**src/osc_ctl_params.svh**
```systemverilog
`ifndef OSC_CTL_PARAMS_SVH
`define OSC_CTL_PARAMS_SVH
`define RC_TUNING_ADDR        12'h000
`define AUX_CLOCK_CTRL_ADDR   12'h004
`define OSC_STATUS_ADDR       12'h008
`define PIN_IO_ADDR           12'h00c
`define TRIM_LSB              0
`define TRIM_MSB              5
`define AUX_DIV_SRC_BIT       13
`define AUX_MODE_MSB          12
`define AUX_MODE_LSB          11
`define AUX_DIV_MSB           10
`define AUX_DIV_LSB           8
`define AUX_REF_SEL_BIT       7
`define RC_TUNING_RESET       16'h0000
`define AUX_CLOCK_CTRL_RESET  16'h0000
`define RC_TUNING_MASK        16'h003f
`define AUX_CLOCK_CTRL_MASK   16'h3f80
`define STARTUP_CYCLES        1024
`define STARTUP_WIDTH         10
`define SRC_PRIMARY           3'h2
`define SRC_PRIMARY_PLL       3'h3
`endif

```
**src/osc_ctl_pkg.sv**
```systemverilog
package osc_ctl_pkg;
  typedef enum logic [1:0]
  {
    prim_external = 2'h0,
    prim_medium   = 2'h1,
    prim_high     = 2'h2,
    prim_off      = 2'h3
  } prim_mode_t;
  typedef enum logic [1:0]
  {
    aux_off       = 2'h0,
    aux_high      = 2'h1,
    aux_crystal   = 2'h2,
    aux_external  = 2'h3
  } aux_mode_t;
  typedef struct packed
  {
    logic        pin1_is_io;
    logic        pin2_is_io;
    logic        pin2_clk_out;
    logic        amp_on;
    logic        amp_bypass;
  } pin_mux_t;
  typedef struct packed
  {
    logic [2:0]  initial_source;
    prim_mode_t  primary_mode_config;
    logic        second_pin_function_config;
  } osc_config_t;
endpackage

```
**src/osc_ctl.sv**
```systemverilog
`timescale 1ns/1ps
`include "osc_ctl_params.svh"
// Function
// - trim is signed, 0.375% per code step
// - bit13 picks aux reference else PLL
// - aux mode: ext, crystal, fast crystal, off
// - aux divider 1..64 doubling, 000 is 256
// - bit7 picks primary else aux reference
// - unimplemented bits read as zero
// - source 010 primary, 011 primary with PLL
// - primary mode: ext, medium, high, off
// - clock held until 1024 oscillator cycles
// - count only after valid oscillator levels
// - restart count on every oscillator restart
// - PLL mode also waits for PLL lock
// - pin2 outputs cycle clock or general I/O
// - primary off frees pin1 for I/O
// - crystal modes dedicate both pins
// - external mode bypasses amp, pin1 clocks
// - registers reset only on power-on reset
module osc_ctl
  import osc_ctl_pkg::*;
(
  input  wire logic                      clk,           // system clock, 125 MHz
  input  wire logic                      rst,           // power-on reset, async high
  input  wire osc_ctl_pkg::osc_config_t  config_bits,   // nonvolatile configuration
  input  wire logic                      osc_level_ok,  // oscillator amplitude valid
  input  wire logic                      osc_edge,      // first_oscillator_pin clock level
  input  wire logic                      osc_restart,   // brown-out or wake from sleep
  input  wire logic                      pll_locked,    // PLL lock status
  input  wire logic                      cycle_clk,     // instruction-cycle clock level
  input  wire logic                      aux_osc_clk,   // auxiliary oscillator level
  input  wire logic                      pll_clk,       // PLL output level
  input  wire logic                      primary_clk,   // primary oscillator level
  input  wire logic                      pin2_in,       // second_oscillator_pin input
  input  wire logic                      s_axi_awvalid, // write address valid
  output logic                           s_axi_awready, // write address ready
  input  wire logic [11:0]               s_axi_awaddr,  // write address
  input  wire logic                      s_axi_wvalid,  // write data valid
  output logic                           s_axi_wready,  // write data ready
  input  wire logic [31:0]               s_axi_wdata,   // write data
  input  wire logic [3:0]                s_axi_wstrb,   // write strobes
  output logic                           s_axi_bvalid,  // write response valid
  input  wire logic                      s_axi_bready,  // write response ready
  output logic [1:0]                     s_axi_bresp,   // write response
  input  wire logic                      s_axi_arvalid, // read address valid
  output logic                           s_axi_arready, // read address ready
  input  wire logic [11:0]               s_axi_araddr,  // read address
  output logic                           s_axi_rvalid,  // read data valid
  input  wire logic                      s_axi_rready,  // read data ready
  output logic [31:0]                    s_axi_rdata,   // read data
  output logic [1:0]                     s_axi_rresp,   // read response
  output logic signed [5:0]              rc_trim_field, // signed trim to rc oscillator
  output logic                           clock_ready,   // system clock released
  output logic                           aux_clk_out,   // divided auxiliary clock
  output logic                           pin1_oe,       // pin1 claimed by oscillator
  output logic                           pin2_out,      // second_oscillator_pin drive
  output logic                           pin2_oe,       // second_oscillator_pin enable
  output osc_ctl_pkg::pin_mux_t          pin_mux        // pin and amplifier setup
);
  logic [15:0]                rc_tuning;
  logic [15:0]                auxiliary_clock_control;
  logic [31:0]                pin_io;
  logic                       aw_held;
  logic                       w_held;
  logic [11:0]                aw_addr;
  logic [31:0]                w_data;
  logic [3:0]                 w_strb;
  logic [1:0]                 lvl_s1;
  logic [1:0]                 lvl_s2;
  logic [2:0]                 edge_s;
  logic [2:0]                 src_s1;
  logic [2:0]                 src_s2;
  logic [1:0]                 pin2_s;
  logic                       cyc_s1;
  logic                       cyc_s2;
  logic [`STARTUP_WIDTH-1:0]  startup_counter;
  logic                       count_done;
  logic                       cfg_pll;
  logic                       cfg_primary;
  logic [7:0]                 aux_div_count;
  logic                       aux_src_level;
  logic                       aux_src_prev;
  logic [7:0]                 next_aux_div_count;
  logic [7:0]                 aux_half;
  logic [15:0]                wr_word;
  prim_mode_t                 pmode;
  aux_mode_t                  amode;
  pin_mux_t                   next_pin_mux;

  // AXI4-Lite write: address and data taken in either order
  wire write_go = aw_held && w_held && !s_axi_bvalid;
  wire [15:0] wmask = {{8{w_strb[1]}}, {8{w_strb[0]}}};

  always_ff @(posedge clk or posedge rst)
  begin
    if (rst)
    begin
      aw_held       <= 1'b0;
      w_held        <= 1'b0;
      aw_addr       <= 12'h000;
      w_data        <= 32'h0000_0000;
      w_strb        <= 4'h0;
      s_axi_awready <= 1'b0;
      s_axi_wready  <= 1'b0;
      s_axi_bvalid  <= 1'b0;
      s_axi_bresp   <= 2'h0;
    end
    else
    begin
      s_axi_awready <= !aw_held && !s_axi_awready && s_axi_awvalid;
      s_axi_wready  <= !w_held && !s_axi_wready && s_axi_wvalid;
      if (s_axi_awvalid && s_axi_awready)
      begin
        aw_held <= 1'b1;
        aw_addr <= s_axi_awaddr;
      end
      if (s_axi_wvalid && s_axi_wready)
      begin
        w_held <= 1'b1;
        w_data <= s_axi_wdata;
        w_strb <= s_axi_wstrb;
      end
      if (write_go)
      begin
        s_axi_bvalid <= 1'b1;
        s_axi_bresp  <= (aw_addr == `RC_TUNING_ADDR || aw_addr == `AUX_CLOCK_CTRL_ADDR
                        || aw_addr == `PIN_IO_ADDR || aw_addr == `OSC_STATUS_ADDR)
                        ? 2'h0 : 2'h2;
        aw_held      <= 1'b0;
        w_held       <= 1'b0;
      end
      else if (s_axi_bvalid && s_axi_bready)
        s_axi_bvalid <= 1'b0;
    end
  end

  assign wr_word = w_data[15:0];

  // only power-on reset clears these; osc_restart leaves them alone
  always_ff @(posedge clk or posedge rst)
  begin
    if (rst)
    begin
      rc_tuning               <= `RC_TUNING_RESET;
      auxiliary_clock_control <= `AUX_CLOCK_CTRL_RESET;
      pin_io                  <= 32'h0000_0000;
    end
    else if (write_go)
    begin
      if (aw_addr == `RC_TUNING_ADDR)
        rc_tuning <= (rc_tuning & ~wmask) | (wr_word & wmask & `RC_TUNING_MASK);
      if (aw_addr == `AUX_CLOCK_CTRL_ADDR)
        auxiliary_clock_control <= (auxiliary_clock_control & ~wmask)
                                   | (wr_word & wmask & `AUX_CLOCK_CTRL_MASK);
      if (aw_addr == `PIN_IO_ADDR && w_strb[0])
        pin_io[1:0] <= w_data[1:0];
    end
  end

  // AXI4-Lite read, one word per access
  always_ff @(posedge clk or posedge rst)
  begin
    if (rst)
    begin
      s_axi_arready <= 1'b0;
      s_axi_rvalid  <= 1'b0;
      s_axi_rdata   <= 32'h0000_0000;
      s_axi_rresp   <= 2'h0;
    end
    else
    begin
      s_axi_arready <= !s_axi_arready && !s_axi_rvalid && s_axi_arvalid;
      if (s_axi_arvalid && s_axi_arready)
      begin
        s_axi_rvalid <= 1'b1;
        s_axi_rresp  <= 2'h0;
        case (s_axi_araddr)
          `RC_TUNING_ADDR:      s_axi_rdata <= {16'h0000, rc_tuning};
          `AUX_CLOCK_CTRL_ADDR: s_axi_rdata <= {16'h0000, auxiliary_clock_control};
          `OSC_STATUS_ADDR:     s_axi_rdata <= {21'h0, count_done, pll_locked, 1'b0,
                                                startup_counter[`STARTUP_WIDTH-1:2]};
          `PIN_IO_ADDR:         s_axi_rdata <= {29'h0, pin2_s[1], pin_io[1:0]};
          default:
          begin
            s_axi_rdata <= 32'h0000_0000;
            s_axi_rresp <= 2'h2;
          end
        endcase
      end
      else if (s_axi_rvalid && s_axi_rready)
        s_axi_rvalid <= 1'b0;
    end
  end

  // pin levels cross into clk through two flops before use
  always_ff @(posedge clk or posedge rst)
  begin
    if (rst)
    begin
      lvl_s1    <= 2'h0;
      lvl_s2    <= 2'h0;
      edge_s    <= 3'h0;
      src_s1    <= 3'h0;
      src_s2    <= 3'h0;
      aux_src_prev <= 1'b0;
      pin2_s    <= 2'h0;
      cyc_s1    <= 1'b0;
      cyc_s2    <= 1'b0;
    end
    else
    begin
      lvl_s1    <= {osc_restart, osc_level_ok};
      lvl_s2    <= lvl_s1;
      edge_s    <= {edge_s[1:0], osc_edge};
      src_s1    <= {primary_clk, aux_osc_clk, pll_clk};
      src_s2    <= src_s1;
      aux_src_prev <= aux_src_level;
      pin2_s    <= {pin2_s[0], pin2_in};
      cyc_s1    <= cycle_clk;
      cyc_s2    <= cyc_s1;
    end
  end

  assign pmode       = prim_mode_t'(config_bits.primary_mode_config);
  assign cfg_pll     = (config_bits.initial_source == `SRC_PRIMARY_PLL);
  assign cfg_primary = (config_bits.initial_source == `SRC_PRIMARY) || cfg_pll;
  wire osc_enabled   = cfg_primary && (pmode != prim_off);
  wire osc_edge_rise = edge_s[1] && !edge_s[2];

  // start-up counter; the release edge is the 1024th counted oscillator cycle
  always_ff @(posedge clk or posedge rst)
  begin
    if (rst)
    begin
      startup_counter <= '0;
      count_done      <= 1'b0;
    end
    else if (!osc_enabled || lvl_s2[1])
    begin
      startup_counter <= '0;
      count_done      <= 1'b0;
    end
    else if (lvl_s2[0] && osc_edge_rise && !count_done)
    begin
      startup_counter <= startup_counter + 1'b1;
      if (startup_counter == `STARTUP_WIDTH'(`STARTUP_CYCLES - 1))
        count_done <= 1'b1;
    end
  end

  always_ff @(posedge clk or posedge rst)
  begin
    if (rst)
      clock_ready <= 1'b0;
    else
      clock_ready <= count_done && (!cfg_pll || pll_locked);
  end

  // auxiliary clock: pick source, then divide in clk by counting source edges
  assign amode = aux_mode_t'(auxiliary_clock_control[`AUX_MODE_MSB:`AUX_MODE_LSB]);
  wire aux_ref = auxiliary_clock_control[`AUX_REF_SEL_BIT]
                 ? src_s2[2] : (amode != aux_off && src_s2[1]);
  always_comb
  begin
    aux_src_level = auxiliary_clock_control[`AUX_DIV_SRC_BIT] ? aux_ref : src_s2[0];
    case (auxiliary_clock_control[`AUX_DIV_MSB:`AUX_DIV_LSB])
      3'h7:    aux_half = 8'h00;
      3'h6:    aux_half = 8'h01;
      3'h5:    aux_half = 8'h02;
      3'h4:    aux_half = 8'h04;
      3'h3:    aux_half = 8'h08;
      3'h2:    aux_half = 8'h10;
      3'h1:    aux_half = 8'h20;
      default: aux_half = 8'h80;
    endcase
    next_aux_div_count = aux_div_count + 8'h01;
  end

  always_ff @(posedge clk or posedge rst)
  begin
    if (rst)
    begin
      aux_div_count <= 8'h00;
      aux_clk_out   <= 1'b0;
    end
    else if (aux_src_level && !aux_src_prev)
    begin
      // divide-by-1 passes each source edge as a high pulse
      if (aux_half == 8'h00)
        aux_clk_out <= 1'b1;
      else if (next_aux_div_count >= aux_half)
      begin
        aux_div_count <= 8'h00;
        aux_clk_out   <= !aux_clk_out;
      end
      else
        aux_div_count <= next_aux_div_count;
    end
    else if (aux_half == 8'h00 && !aux_src_level)
      aux_clk_out <= 1'b0;
  end

  assign rc_trim_field = signed'(rc_tuning[`TRIM_MSB:`TRIM_LSB]);

  // pin function mux
  always_comb
  begin
    next_pin_mux.amp_bypass   = (pmode == prim_external);
    next_pin_mux.amp_on       = (pmode == prim_medium) || (pmode == prim_high);
    next_pin_mux.pin1_is_io   = (pmode == prim_off);
    next_pin_mux.pin2_clk_out = !next_pin_mux.amp_on
                                && config_bits.second_pin_function_config;
    next_pin_mux.pin2_is_io   = !next_pin_mux.amp_on
                                && !config_bits.second_pin_function_config;
  end

  always_ff @(posedge clk or posedge rst)
  begin
    if (rst)
    begin
      pin_mux  <= '0;
      pin1_oe  <= 1'b0;
      pin2_out <= 1'b0;
      pin2_oe  <= 1'b0;
    end
    else
    begin
      pin_mux  <= next_pin_mux;
      pin1_oe  <= next_pin_mux.amp_on;
      pin2_out <= next_pin_mux.pin2_clk_out ? cyc_s2 : pin_io[0];
      pin2_oe  <= next_pin_mux.pin2_clk_out || next_pin_mux.amp_on
                  || (next_pin_mux.pin2_is_io && pin_io[1]);
    end
  end
endmodule

```
**config.mk**
```make
export PLATFORM = sky130hd
export DESIGN_NAME = osc_ctl
export DESIGN_NICKNAME = d
export VERILOG_FILES = /design/src/osc_ctl_pkg.sv /design/src/osc_ctl.sv
export VERILOG_INCLUDE_DIRS = /design/src
export SDC_FILE = /design/constraint.sdc
export NUM_CORES = 1
export LEC_CHECK = 0
export ABC_AREA = 0
export ABC_CLOCK_PERIOD_IN_PS = 12200
export BUFFER_PORTS_ARGS = -buffer_cell sky130_fd_sc_hd__buf_2
export CAP_MARGIN = 10
export CORE_UTILIZATION = 50
export DETAILED_ROUTE_END_ITERATION = 10
export PLACE_DENSITY = 0.83
export SYNTH_ARGS = -nofsm -noshare
export SYNTH_HDL_FRONTEND = slang
export SYNTH_SLANG_ARGS = --single-unit
```
**constraint.sdc**
```tcl
create_clock -name clk -period 12.2 [get_ports clk]
set_clock_uncertainty 0.2 [all_clocks]
set_input_delay 2.44 -clock clk [delete_from_list [all_inputs] [get_ports clk]]
set_output_delay 2.44 -clock clk [all_outputs]
set_load 0.005 [all_outputs]
```
# Yosys cells after proc, flatten, opt, wreduce, memory -nomap -nowiden
# Cells that the tools add are included.
# word_totals
out_inout_bits	57
register_bits	151
word_cells	162
# op_classes
eq_ne	21
addsub	2
reduce_logical	69
n_mux	25
n_bitwise	7
magnitude_cmp	1
# ops
op	n
one-hot mux 16 bit (4 select lines)	1
one-hot mux 8 bit (7 select lines)	1
equality test 12 x 4 -> 1 bit, second input constant	4
AND 16 bit	2
logical AND 1 bit	25
equality test 12 x 3 -> 1 bit, second input constant	2
zero test 12 bit	2
two-way mux 10 bit	2
two-way mux 1 bit	18
zero test 1 bit	16
NOT 16 bit	1
bitwise OR 16 x 14 -> 16 bit	1
bitwise OR 16 x 6 -> 16 bit	1
nonzero test 2 bit	8
AND 14 bit	1
equality test 3 x 2 -> 1 bit, second input constant	4
equality test 3 bit, second input constant	4
AND reduction 2 bit	6
adder 10 x 1 -> 10 bit, second input constant	1
equality test 10 bit, second input constant	1
logical OR 1 bit	9
adder 8 x 1 -> 8 bit, second input constant	1
>= comparator 8 bit	1
zero test 8 bit	1
other kinds (10)	12

# Depth between registers and ports, before layout
# Gate-level depths: netlist (run 1).
# logic_depth
ltp_word	8
mapped_depth	10

# Worst setup path before layout (run 1)
# No wires, ideal clock.
# synth_path
path_type	input-to-reg
from	input port config_bits[1] (netlist name)
to	register startup_counter[7]
t_arrival_ns	3.807
setup_ns	0.132
n_path_buf	0
setup_slack_ns	8.061
required_ns	11.868
path_stages	6
path_cell_list	ha_1 or4b_2 o21a_1 nand4_1 xor2_1 nor2_1
# synth_via
elab_chain_cells	5
word_cells_on_any_way	6
classes_between	eq/ne: 1; mux: 1; reduce/logical: 4
# synth_lines
item	line_no	text
from (decl)	osc_ctl.sv:26	input wire osc_ctl_pkg::osc_config_t config_bits,
!= test 2 bit (*)	osc_ctl.sv:228	wire osc_enabled = cfg_primary && (pmode != prim_off);
logical AND 1 bit (*)	osc_ctl.sv:228	
zero test 1 bit (*)	osc_ctl.sv:239	else if (!osc_enabled || lvl_s2[1])
logical OR 1 bit (*)	osc_ctl.sv:239	
two-way mux 10 bit or nonzero test 2 bit (tied branches)	n/a	
to (signal assigned)	osc_ctl.sv:246	startup_counter <= startup_counter + 1'b1;
to (decl)	osc_ctl.sv:77	logic [`STARTUP_WIDTH-1:0] startup_counter;
# Mark *: on every way between the ends. The rest lies on a longest branch, timed or not.
# A chain may end at the register's enable or synchronous reset.

# Worst setup path in the final report (run 1)
# layout_path
from	input port s_axi_araddr[1]
to	register s_axi_rdata[15]
# layout_via
elab_chain_cells	2
word_cells_on_any_way	5
classes_between	eq/ne: 3; mux: 1; reduce/logical: 1
# layout_lines
item	line_no	text
from (decl)	osc_ctl.sv:48	input wire logic [11:0] s_axi_araddr,
equality test 12 x 4 -> 1 bit, or another cell as far along	osc_ctl.sv:178	case (s_axi_araddr)
one-hot mux 16 bit (4 select lines) (*)	osc_ctl.sv:178	
to (signal assigned)	osc_ctl.sv:179	`RC_TUNING_ADDR: s_axi_rdata <= {16'h0000, rc_tuning};
to (signal assigned)	osc_ctl.sv:180	`AUX_CLOCK_CTRL_ADDR: s_axi_rdata <= {16'h0000, auxiliary_clock_control};
to (signal assigned)	osc_ctl.sv:181	`OSC_STATUS_ADDR: s_axi_rdata <= {21'h0, count_done, pll_locked, 1'b0,
to (decl)	osc_ctl.sv:51	output logic [31:0] s_axi_rdata,
# Marks and branches as above.

==> results.py, run 1 <==
metrics = {
    "global_route": {
        "grt_pass1_wl_um": 19070,
        "antenna_found_initial": 0,
        "grt_max_degree": 70,
        "globalRouteOverflowTotal": 0,
        "first_global_vias": 3868,
        "grt_usage_pct": 22.02,
    },
    "logic_synthesis": {
        "synth.distinct_cells": 54,
        "yosys-top-cells-area": "dfrtp_1, mux2_2, buf_4",
        "yosysSeqAreaShare_pct": 57.93,
        "synth_ff_type": "dfrtp_1",
        "synthCells": 459,
        "async_reset_ff_share_pct": 100.0,
        "synth_top_area_cell": "dfrtp_1",
        "synth_top_area_share_pct": 57.93,
        "synth-edff-count": 0,
        "synth-seq-cells": 132,
        "synth_area_mm2": 0.005702,
        "avgSynthCellArea_um2": 12.42,
        "yosysWarnings": 0,
    },
    "worst_hold_path": {
        "min_path_type": "reg -> reg",
    },
    "floorplanning": {
        "io_pins": 139,
        "die_area_mm2": 0.01183,
        "start_util_pct": 51.91,
        "die_w_um": 108.8,
        "die_height_um": 108.8,
        "core_area_mm2": 0.01098,
        "std_cell_rows": 38,
    },
    "power": {
        "switching_share_pct": 25.89,
        "power_mw": 1.229,
        "p_leak_nw": 3.330,
        "p_clk_share_pct": 43.2,
        "comb_power_share_pct": 11.9,
        "power.density_mw_per_mm2": 180.2,
        "vdd_drop_max_v": 0.0001267,
        "p_sw_mw": 0.3182,
        "seqPwrFrac_pct": 44.9,
        "p_int_mw": 0.9110,
    },
    "worst_setup_path": {
        "cp-end-kind": "register",
        "crit_chain": "buf_2 > nor4_1 > nand3_2 > or3_4 > o21ai_0",
        "crit_arrival_ns": 4.25,
        "path_class": "in -> reg",
        "critical_path.max_stage_delay_ns": 0.64,
        "required_ns": 12.33,
        "slowest_stage": "nor4_1",
        "crit_fanout": 9,
        "cp-start-kind": "primary input",
    },
    "finish": {
        "fin_nets": 649,
        "insertedDiodeCount": 0,
        "drive_above_1_share_pct": 34.09,
        "nFillCells": 841,
        "area_delta_synth_final_pct": 19.66,
    },
    "route": {
        "vias_per_cell": 5.283,
        "drt_iter0_drc": 186,
        "drtPass1Iterations": 4,
        "vias": 3746,
        "wirelength_um": 11380,
        "avgRoutedWirePerCell_um": 16.05,
        "ant_nets": 0,
        "drc": 0,
    },
    "run_status": {
        "status": "complete, no violations",
    },
    "sta": {
        "tightest_slew_ns": 1.138,
        "setup_viol": 0,
        "post-route-period-util_pct": 33.79,
        "hold_violations": 0,
        "max_freq_mhz": 242.5,
        "fin_crit_ns": 4.123,
        "slew-limit-headroom_pct": 23.08,
        "rsz0062_at_grt": "no",
        "finalSetupTns_ns": 0,
        "slew_violations": 0,
    },
    "place": {
        "dp_hpwl_um": 7929,
        "gp_congestion": 0.8235,
        "portBuffers": 99,
    },
    "clock_tree": {
        "max-clock-path-buffers": 2,
        "clk_latency_ns": 0.42,
        "cts.repair.resized": 0,
        "cts_root_buf": "clkbuf_16",
        "cts_setup_buffers": 0,
        "cts_tree": "done",
        "htree_levels": 4,
        "clkTransAtPathRegs_ns": 0.06,
        "hold_buffers": 0,
        "numClockSinks": 132,
        "cts_buffers": 17,
    },
    "run": {
        "maxCapViolCount": 0,
    },
}
[final cells by class]
cell class	count	area (µm²)	area share (%)
inverters	8	32.53	0.4768
well taps	140	175.2	2.567
multi-input cells	297	2191	32.11
clock inverters	14	188.9	2.769
clock buffers	18	429.2	6.290
repair buffers	100	503.0	7.372
flip-flops and latches	132	3303	48.41
[kinds of logic after synthesis]
| group | after synthesis | share of synthesized area (%) |
|---|---|---|
| adders and majority gates | 11 | 2.414 |
| muxes | 62 | 12.53 |
| DFF | 132 | 57.93 |
| and+or+nand+nor | 136 | 13.58 |
| buffers and inverters | 47 | 4.762 |
| xor gates and xnor gates | 14 | 2.151 |
| AOI/OAI and AO/OA | 56 | 6.562 |
| other | 1 | 0.06577 |
[worst max-delay path, delay by kind of cell]
family                 cells  cell delay, ns
buffers and inverters      1            0.11
and+or+nand+nor            3            1.48
AOI/OAI and AO/OA          1            0.22
[through the flow]
step / hold slack, ns / utilization (%) / cell area [µm²] / instances / setup WS [ns]
final: 0.1475 / 62.12 / 6823 / 709 / 8.077
after global routing: 0.1511 / 62.12 / 6823 / 709 / 7.896
after floorplan: 0.1312 / - / 5766 / 476 / 6.034
after CTS: 0.1472 / 62.12 / 6823 / 709 / 8.091
after detailed placement: 0.1347 / 56.49 / 6205 / 677 / 7.658
after global placement: 0.1342 / 56.49 / 6205 / 677 / 7.696
[power groups by stage]
stage          combinational [mW]  sequential (mW)  clock, mW
6_report                    0.146            0.552      0.531
5_1_grt                     0.166            0.561      0.559
4_1_cts                     0.149            0.552      0.540
3_5_place_dp                0.148            0.558          0
3_3_place_gp                0.140            0.553          0
2_1_floorplan               0.114            0.545          0
[cell usage after synthesis, drive strengths merged, types with 4 or more instances]
library cell  instances
mux2                 45
clkbuf               10
o21ai                20
nor2                 27
nand2                32
nand4                 8
nand3                10
xnor2                 5
nor2b                21
nor4                  4
inv                   8
o31ai                 9
xor2                  9
or3                   4
ha                   11
buf                  29
nor3                  4
mux2i                14
dfrtp               132
a21oi                10
[routing by layer]
| metal | track usage, % | share of wire, % | vias to the layer above |
|---|---|---|---|
| met5 | 0 | 0 | - |
| met1 | 27.33 | 44 | 1827 |
| li1 | - | - | 1777 |
| met2 | 34.67 | 48 | 126 |
| met3 | 9.026 | 6.4 | 16 |
| met4 | 8.012 | 1.6 | 0 |
[sequential cells by signal, indices dropped and copies added, names as in the netlist, 2 cells and up, named ones only]
name                     flops
s_axi_rdata                 16
pin_mux                      5
startup_counter             10
edge_s                       3
aux_div_count                8
pin_io                       2
src_s2                       3
w_strb                       2
src_s1                       3
lvl_s1                       2
w_data                      13
rc_tuning                   10
lvl_s2                       2
auxiliary_clock_control      9
aw_addr                     12
pin2_s                       2
[cells in the final DEF (no fill, tap or decap), drive strengths merged, types with 4 or more instances in the layout]
cell type and n:
nand2 32, nor2b 21, conb 18, nand3 10
xnor2 5, nor3 4, nor2 27, clkbuf 18
buf 100, mux2 45, mux2i 14, nor4 4
xor2 9, dfrtp 132, o21ai 20, ha 11
a21oi 10, nand4 8, or3 4, o31ai 9
inv 15
[worst paths after layout]
| kind | startpoint | endpoint | slack [ns] | cells after the start |
|---|---|---|---|---|
| setup reg to reg | aux_div_count[2] | aux_clk_out | 9.45 | 10 |
| hold / removal | src_s1[0] | src_s2[0] | 0.15 | 0 |
| max in group asynchronous | rst | w_held | 8.52 | 3 |
| hold reg to reg | src_s1[0] | src_s2[0] | 0.15 | 0 |
| setup / recovery | s_axi_araddr[1] | s_axi_rdata[15] | 8.08 | 5 |
| min in group asynchronous | rst | s_axi_rdata[5] | 1.96 | 2 |
(Power assumes the default switching activity.)
==> inputs of run 2 (changes only) <==
--- a/config.mk
+++ b/config.mk
@@ -7,7 +7,7 @@
 export NUM_CORES = 1
 export LEC_CHECK = 0
 export ABC_AREA = 0
-export ABC_CLOCK_PERIOD_IN_PS = 12200
+export ABC_CLOCK_PERIOD_IN_PS = 3880
 export BUFFER_PORTS_ARGS = -buffer_cell sky130_fd_sc_hd__buf_2
 export CAP_MARGIN = 10
 export CORE_UTILIZATION = 50
==> constraint.sdc (replaced) <==
create_clock -name clk -period 3.88 [get_ports clk]
set_clock_uncertainty 0.2 [all_clocks]
set_input_delay 0.776 -clock clk [delete_from_list [all_inputs] [get_ports clk]]
set_output_delay 0.776 -clock clk [all_outputs]
set_load 0.005 [all_outputs]
==> results.py, run 2 (same netlist as run 1, synthesis figures left out) <==
metrics = {
    "run_status": {
        "status": "complete, no violations",
    },
    "power": {
        "p_leak_nw": 3.338,
        "power.density_mw_per_mm2": 558.1,
        "vdd_drop_max_v": 0.0003855,
        "power_mw": 3.815,
    },
    "sta": {
        "setup_viol": 0,
        "slew-limit-headroom_pct": 29.89,
        "fin_crit_ns": 2.743,
        "post-route-period-util_pct": 70.68,
        "tightest_slew_ns": 1.037,
        "max_freq_mhz": 364.6,
        "rsz0062_at_grt": "no",
        "hold_violations": 0,
        "slew_violations": 0,
        "finalSetupTns_ns": 0,
        "timing.final.ws_setup_ns": 1.137,
    },
    "floorplanning": {
        "start_util_pct": 51.91,
        "core_area_mm2": 0.01098,
        "die_area_mm2": 0.01183,
        "die_height_um": 108.8,
        "io_pins": 139,
        "std_cell_rows": 38,
        "die_w_um": 108.8,
    },
    "route": {
        "ant_nets": 0,
        "m1WireLength_um": 5061,
        "vias": 3714,
        "wl_met3_um": 558,
        "drtPass1Iterations": 5,
        "drt_iter0_drc": 202,
        "vias_per_cell": 5.231,
        "drc": 0,
        "avgRoutedWirePerCell_um": 15.47,
        "dr.max_layer_used": "met4",
        "wirelength_um": 10990,
        "route.met2.wl_um": 5216,
    },
    "run": {
        "maxCapViolCount": 0,
    },
    "finish": {
        "largest_register": "s_axi_rdata",
        "largest_reg_flops": 16,
        "area_delta_synth_final_pct": 19.88,
        "mostFrequentLayoutCells": "dfrtp_1, buf_2, mux2_2",
        "drive_above_1_share_pct": 34.21,
        "fin_nets": 650,
        "top_regs": "s_axi_rdata: 16 flops, w_data: 13 flops, aw_addr: 12 flops",
        "insertedDiodeCount": 0,
        "layout_commonest_cell": "dfrtp_1",
    },
    "global_route": {
        "grt_usage_pct": 20.66,
        "antenna_found_initial": 0,
        "globalRouteOverflowTotal": 0,
        "grt_max_degree": 77,
        "grt_pass1_wl_um": 17940,
        "first_global_vias": 3586,
    },
    "worst_setup_path": {
        "required_ns": 3.99,
        "path_class": "reg -> reg",
        "crit_fanout": 6,
        "cp-start-kind": "register",
        "cp-end-kind": "register",
        "crit_arrival_ns": 2.85,
    },
    "place": {
        "place_ws_ns": 1.016,
        "gp_congestion": 0.8129,
        "dp_hpwl_um": 7804,
        "portBuffers": 99,
    },
    "worst_hold_path": {
        "min_path_type": "reg -> reg",
    },
    "clock_tree": {
        "numClockSinks": 132,
        "max-clock-path-buffers": 2,
        "hold_buffers": 0,
        "htree_levels": 4,
        "cts_root_buf": "clkbuf_16",
        "clkTransAtPathRegs_ns": 0.06,
        "cts_tree": "done",
        "cts.repair.resized": 0,
        "cts_buffers": 17,
        "clk_latency_ns": 0.41,
        "cts_setup_buffers": 0,
    },
}
-- run 2: cell count changes in the layout (fill, tap and decap cells not counted) --
| cell | change |
|---|---|
| clkinv_2 | +4 |
| inv_6 | -4 |
| clkinv_4 | +1 |
| clkbuf_8 | +2 |
| inv_4 | -1 |
| buf_12 | +1 |
| inv_8 | -2 |
-- run 2: layout make-up --
class	count	area (µm²)
fill	853	4148
sequential	132	3303
multi-input combinational	297	2191
timing repair buffer	101	523.0
clock buffer	20	456.7
tap	140	175.2
clock inverter	12	152.6
inverter	8	33.78
-- run 2: worst paths after layout --
kind / from / endpoint / slack [ns] / cells after the start
worst max-delay path: aux_div_count[2] / aux_clk_out / 1.14 / 10
worst min-delay path: cyc_s1 / cyc_s2 / 0.15 / 0
worst max register to register: aux_div_count[2] / aux_clk_out / 1.14 / 10
worst min register to register: cyc_s1 / cyc_s2 / 0.15 / 0
max in group asynchronous: rst / aux_div_count[4] / 2.36 / 3
min in group asynchronous: rst / aw_addr[9] / 0.30 / 2
-- run 2: report_power, final --
| group | internal (mW) | switching, mW | leakage (nW) | total, mW |
|---|---|---|---|---|
| logic | 0.253 | 0.208 | 1.33 | 0.460 |
| registers | 1.58 | 0.153 | 1.71 | 1.74 |
| clock network | 1.04 | 0.575 | 0.300 | 1.62 |
-- run 2: routing by layer --
metal | GRT usage, % | vias to the layer above
li1 | - | 1767
met1 | 28.25 | 1797
met2 | 30.97 | 138
met3 | 5.918 | 12
met4 | 8.591 | 0
met5 | 0 | -
-- run 2: worst max-delay path, stage by stage (launching register included) --
cell and delay (ns):
dfrtp_1 0.46, nand3_2 0.16, nor2_1 0.24, nand3_1 0.14, xnor2_1 0.22, ha_1 0.31
nand3_1 0.09, a21oi_1 0.05, a41o_4 0.31, or2_4 0.26, a211oi_1 0.22
-- run 2: per-stage QoR --
stage,utilization [%],instances,instance area (µm²),hold slack [ns]
6_report,62.24,710,6835,0.1469
5_1_grt,62.24,710,6835,0.1527
4_1_cts,62.24,710,6835,0.1475
3_5_place_dp,56.69,678,6226,0.1355
3_3_place_gp,56.69,678,6226,0.1333
2_1_floorplan,-,476,5769,0.1312
==> inputs of run 3 (changes only) <==
--- a/config.mk
+++ b/config.mk
@@ -7,12 +7,12 @@
 export NUM_CORES = 1
 export LEC_CHECK = 0
 export ABC_AREA = 0
-export ABC_CLOCK_PERIOD_IN_PS = 3880
+export ABC_CLOCK_PERIOD_IN_PS = 2350
 export BUFFER_PORTS_ARGS = -buffer_cell sky130_fd_sc_hd__buf_2
 export CAP_MARGIN = 10
-export CORE_UTILIZATION = 50
+export CORE_UTILIZATION = 48
 export DETAILED_ROUTE_END_ITERATION = 10
-export PLACE_DENSITY = 0.83
+export PLACE_DENSITY = 0.84
 export SYNTH_ARGS = -nofsm -noshare
 export SYNTH_HDL_FRONTEND = slang
 export SYNTH_SLANG_ARGS = --single-unit
==> constraint.sdc (replaced) <==
create_clock -name clk -period 2.35 [get_ports clk]
set_clock_uncertainty 0.2 [all_clocks]
set_input_delay 0.47 -clock clk [delete_from_list [all_inputs] [get_ports clk]]
set_output_delay 0.47 -clock clk [all_outputs]
set_load 0.005 [all_outputs]
==> results.py, run 3 (same netlist as run 1, synthesis figures left out) <==
metrics = {
    "place": {
        "gp_congestion": 0.8040,
        "dp_cells": 711,
        "portBuffers": 99,
        "placed_area_mm2": 0.006505,
        "place_ws_ns": -0.1615,
        "dp_hpwl_um": 8691,
    },
    "floorplanning": {
        "die_area_mm2": 0.01232,
        "start_util_pct": 49.51,
        "io_pins": 139,
        "core_area_mm2": 0.01152,
        "std_cell_rows": 39,
        "die_w_um": 111.0,
        "die_height_um": 111.0,
    },
    "finish": {
        "layout_commonest_cell": "dfrtp_1",
        "largest_register": "s_axi_rdata",
        "largest_reg_flops": 16,
        "area_delta_synth_final_pct": 27.28,
        "top_regs": "s_axi_rdata: 16 flops, w_data: 13 flops, aw_addr: 12 flops",
        "insertedDiodeCount": 0,
        "drive_above_1_share_pct": 40.07,
        "final_cells": 757,
        "fin_nets": 695,
        "final_area_mm2": 0.007257,
        "mostFrequentLayoutCells": "dfrtp_1, buf_2, mux2_2",
    },
    "sta": {
        "post-route-period-util_pct": 104.3,
        "max_freq_mhz": 408.0,
        "slew_violations": 0,
        "slew-limit-headroom_pct": 54.10,
        "tightest_slew_ns": 0.6855,
        "rsz0062_at_grt": "yes",
        "finalSetupTns_ns": -0.3908,
        "hold_violations": 0,
        "fin_crit_ns": 2.451,
        "timing.final.ws_setup_ns": -0.1007,
        "setup_viol": 8,
    },
    "power": {
        "vdd_drop_max_v": 0.0006058,
        "p_leak_nw": 3.543,
        "power_mw": 6.305,
        "power.density_mw_per_mm2": 868.8,
    },
    "route": {
        "drtPass1Iterations": 7,
        "ant_nets": 0,
        "wirelength_um": 12360,
        "drc": 16,
        "avgRoutedWirePerCell_um": 16.32,
        "drt_iter0_drc": 281,
        "vias_per_cell": 5.230,
        "vias": 3959,
    },
    "clock_tree": {
        "cts_buffers": 17,
        "cts_tree": "done",
        "clkTransAtPathRegs_ns": 0.06,
        "cts_root_buf": "clkbuf_16",
        "htree_levels": 4,
        "max-clock-path-buffers": 2,
        "numClockSinks": 132,
        "clk_latency_ns": 0.42,
    },
    "worst_setup_path": {
        "required_ns": 2.45,
        "startpoint": "aux_div_count[2]",
        "cp-end-kind": "register",
        "crit_fanout": 6,
        "path_class": "reg -> reg",
        "crit_arrival_ns": 2.56,
        "cp-start-kind": "register",
        "r2r-start": "aux_div_count[2]",
    },
    "global_route": {
        "globalRouteOverflowTotal": 0,
        "use_met2_pct": 37.06,
        "busiest_layer": "met2",
        "grtUsageMet1_pct": 26.11,
        "grt_pass1_wl_um": 20470,
        "first_global_vias": 4200,
        "grt_max_degree": 69,
        "gr-usage-met3_pct": 6.233,
        "antenna_found_initial": 0,
        "grt_usage_pct": 21.95,
    },
    "run_status": {
        "status": "finished with violations",
        "violations": "design-rule violations, negative setup slack",
    },
    "worst_hold_path": {
        "hp-start": "s_axi_rready",
        "min_path_type": "in -> reg",
    },
    "run": {
        "maxCapViolCount": 0,
    },
}
run 3: cell count changes in the layout (fill, tap and decap cells not counted), moves of 3 or more:
cell and change:
buf_4 +34, dlygate4sd3_1 +10, dfrtp_1 -5, dfrtp_2 +5, o21ai_0 -4, o21ai_1 +3
run 3: area by class of cell:
class | count | area (µm²)
Clock buffer | 20 | 446.7
Tap cell | 143 | 178.9
Clock inverter | 11 | 102.6
Fill cell | 927 | 4259
Inverter | 8 | 33.78
Timing Repair Buffer | 146 | 898.4
Multi-Input combinational cell | 297 | 2287
Sequential cell | 132 | 3309
run 3: final timing paths:
kind | end | slack, ns | cells after the start
hold / removal | s_axi_rvalid | 0.04 | 2
min in group asynchronous | s_axi_rvalid | 0.39 | 3
setup / recovery | aux_div_count[0] | -0.10 | 10
setup reg to reg | aux_div_count[0] | -0.10 | 10
max in group asynchronous | s_axi_rdata[5] | 0.91 | 4
hold reg to reg | src_s2[2] | 0.15 | 0
run 3: power by group:
group          switching (mW)  internal, mW  leakage (nW)
combinational           0.419         0.550          1.58
clock                   0.980          1.48         0.263
sequential              0.260          2.62          1.70
run 3: repair_timing:
| action | CTS | global route |
|---|---|---|
| hold buffers | 10 | 0 |
| resized for setup | 2 | 17 |
| hold endpoints to repair | 21 | 0 |
| endpoints found under the setup margin | 8 | 8 |
| setup buffers | 3 | 2 |
| pin swaps | 1 | 7 |
run 3: critical path, cell delays in order (launching register included):
cell and delay, ns:
dfrtp_2 0.42, nand3_4 0.10, nor2_4 0.13, nand3_2 0.11
xnor2_2 0.16, ha_1 0.34, nand3_2 0.08, a21oi_2 0.14
a41o_4 0.29, nor3_2 0.07, mux2_2 0.29
run 3: layer usage:
layer	part of all wire (%)	wire [µm]	up-vias
met2	50	6220	123
met4	2.1	265	0
met1	42	5221	1952
met5	0	0	-
met3	5.2	647	24
li1	-	-	1860
run 3: metrics by stage:
step,utilization (%),hold WS (ns)
floorplan,-,0.1312
global placement,56.49,0.1328
detailed placement,56.49,0.1420
CTS,62.40,0.01390
global route,63.02,0.01227
finish,63.02,0.03563
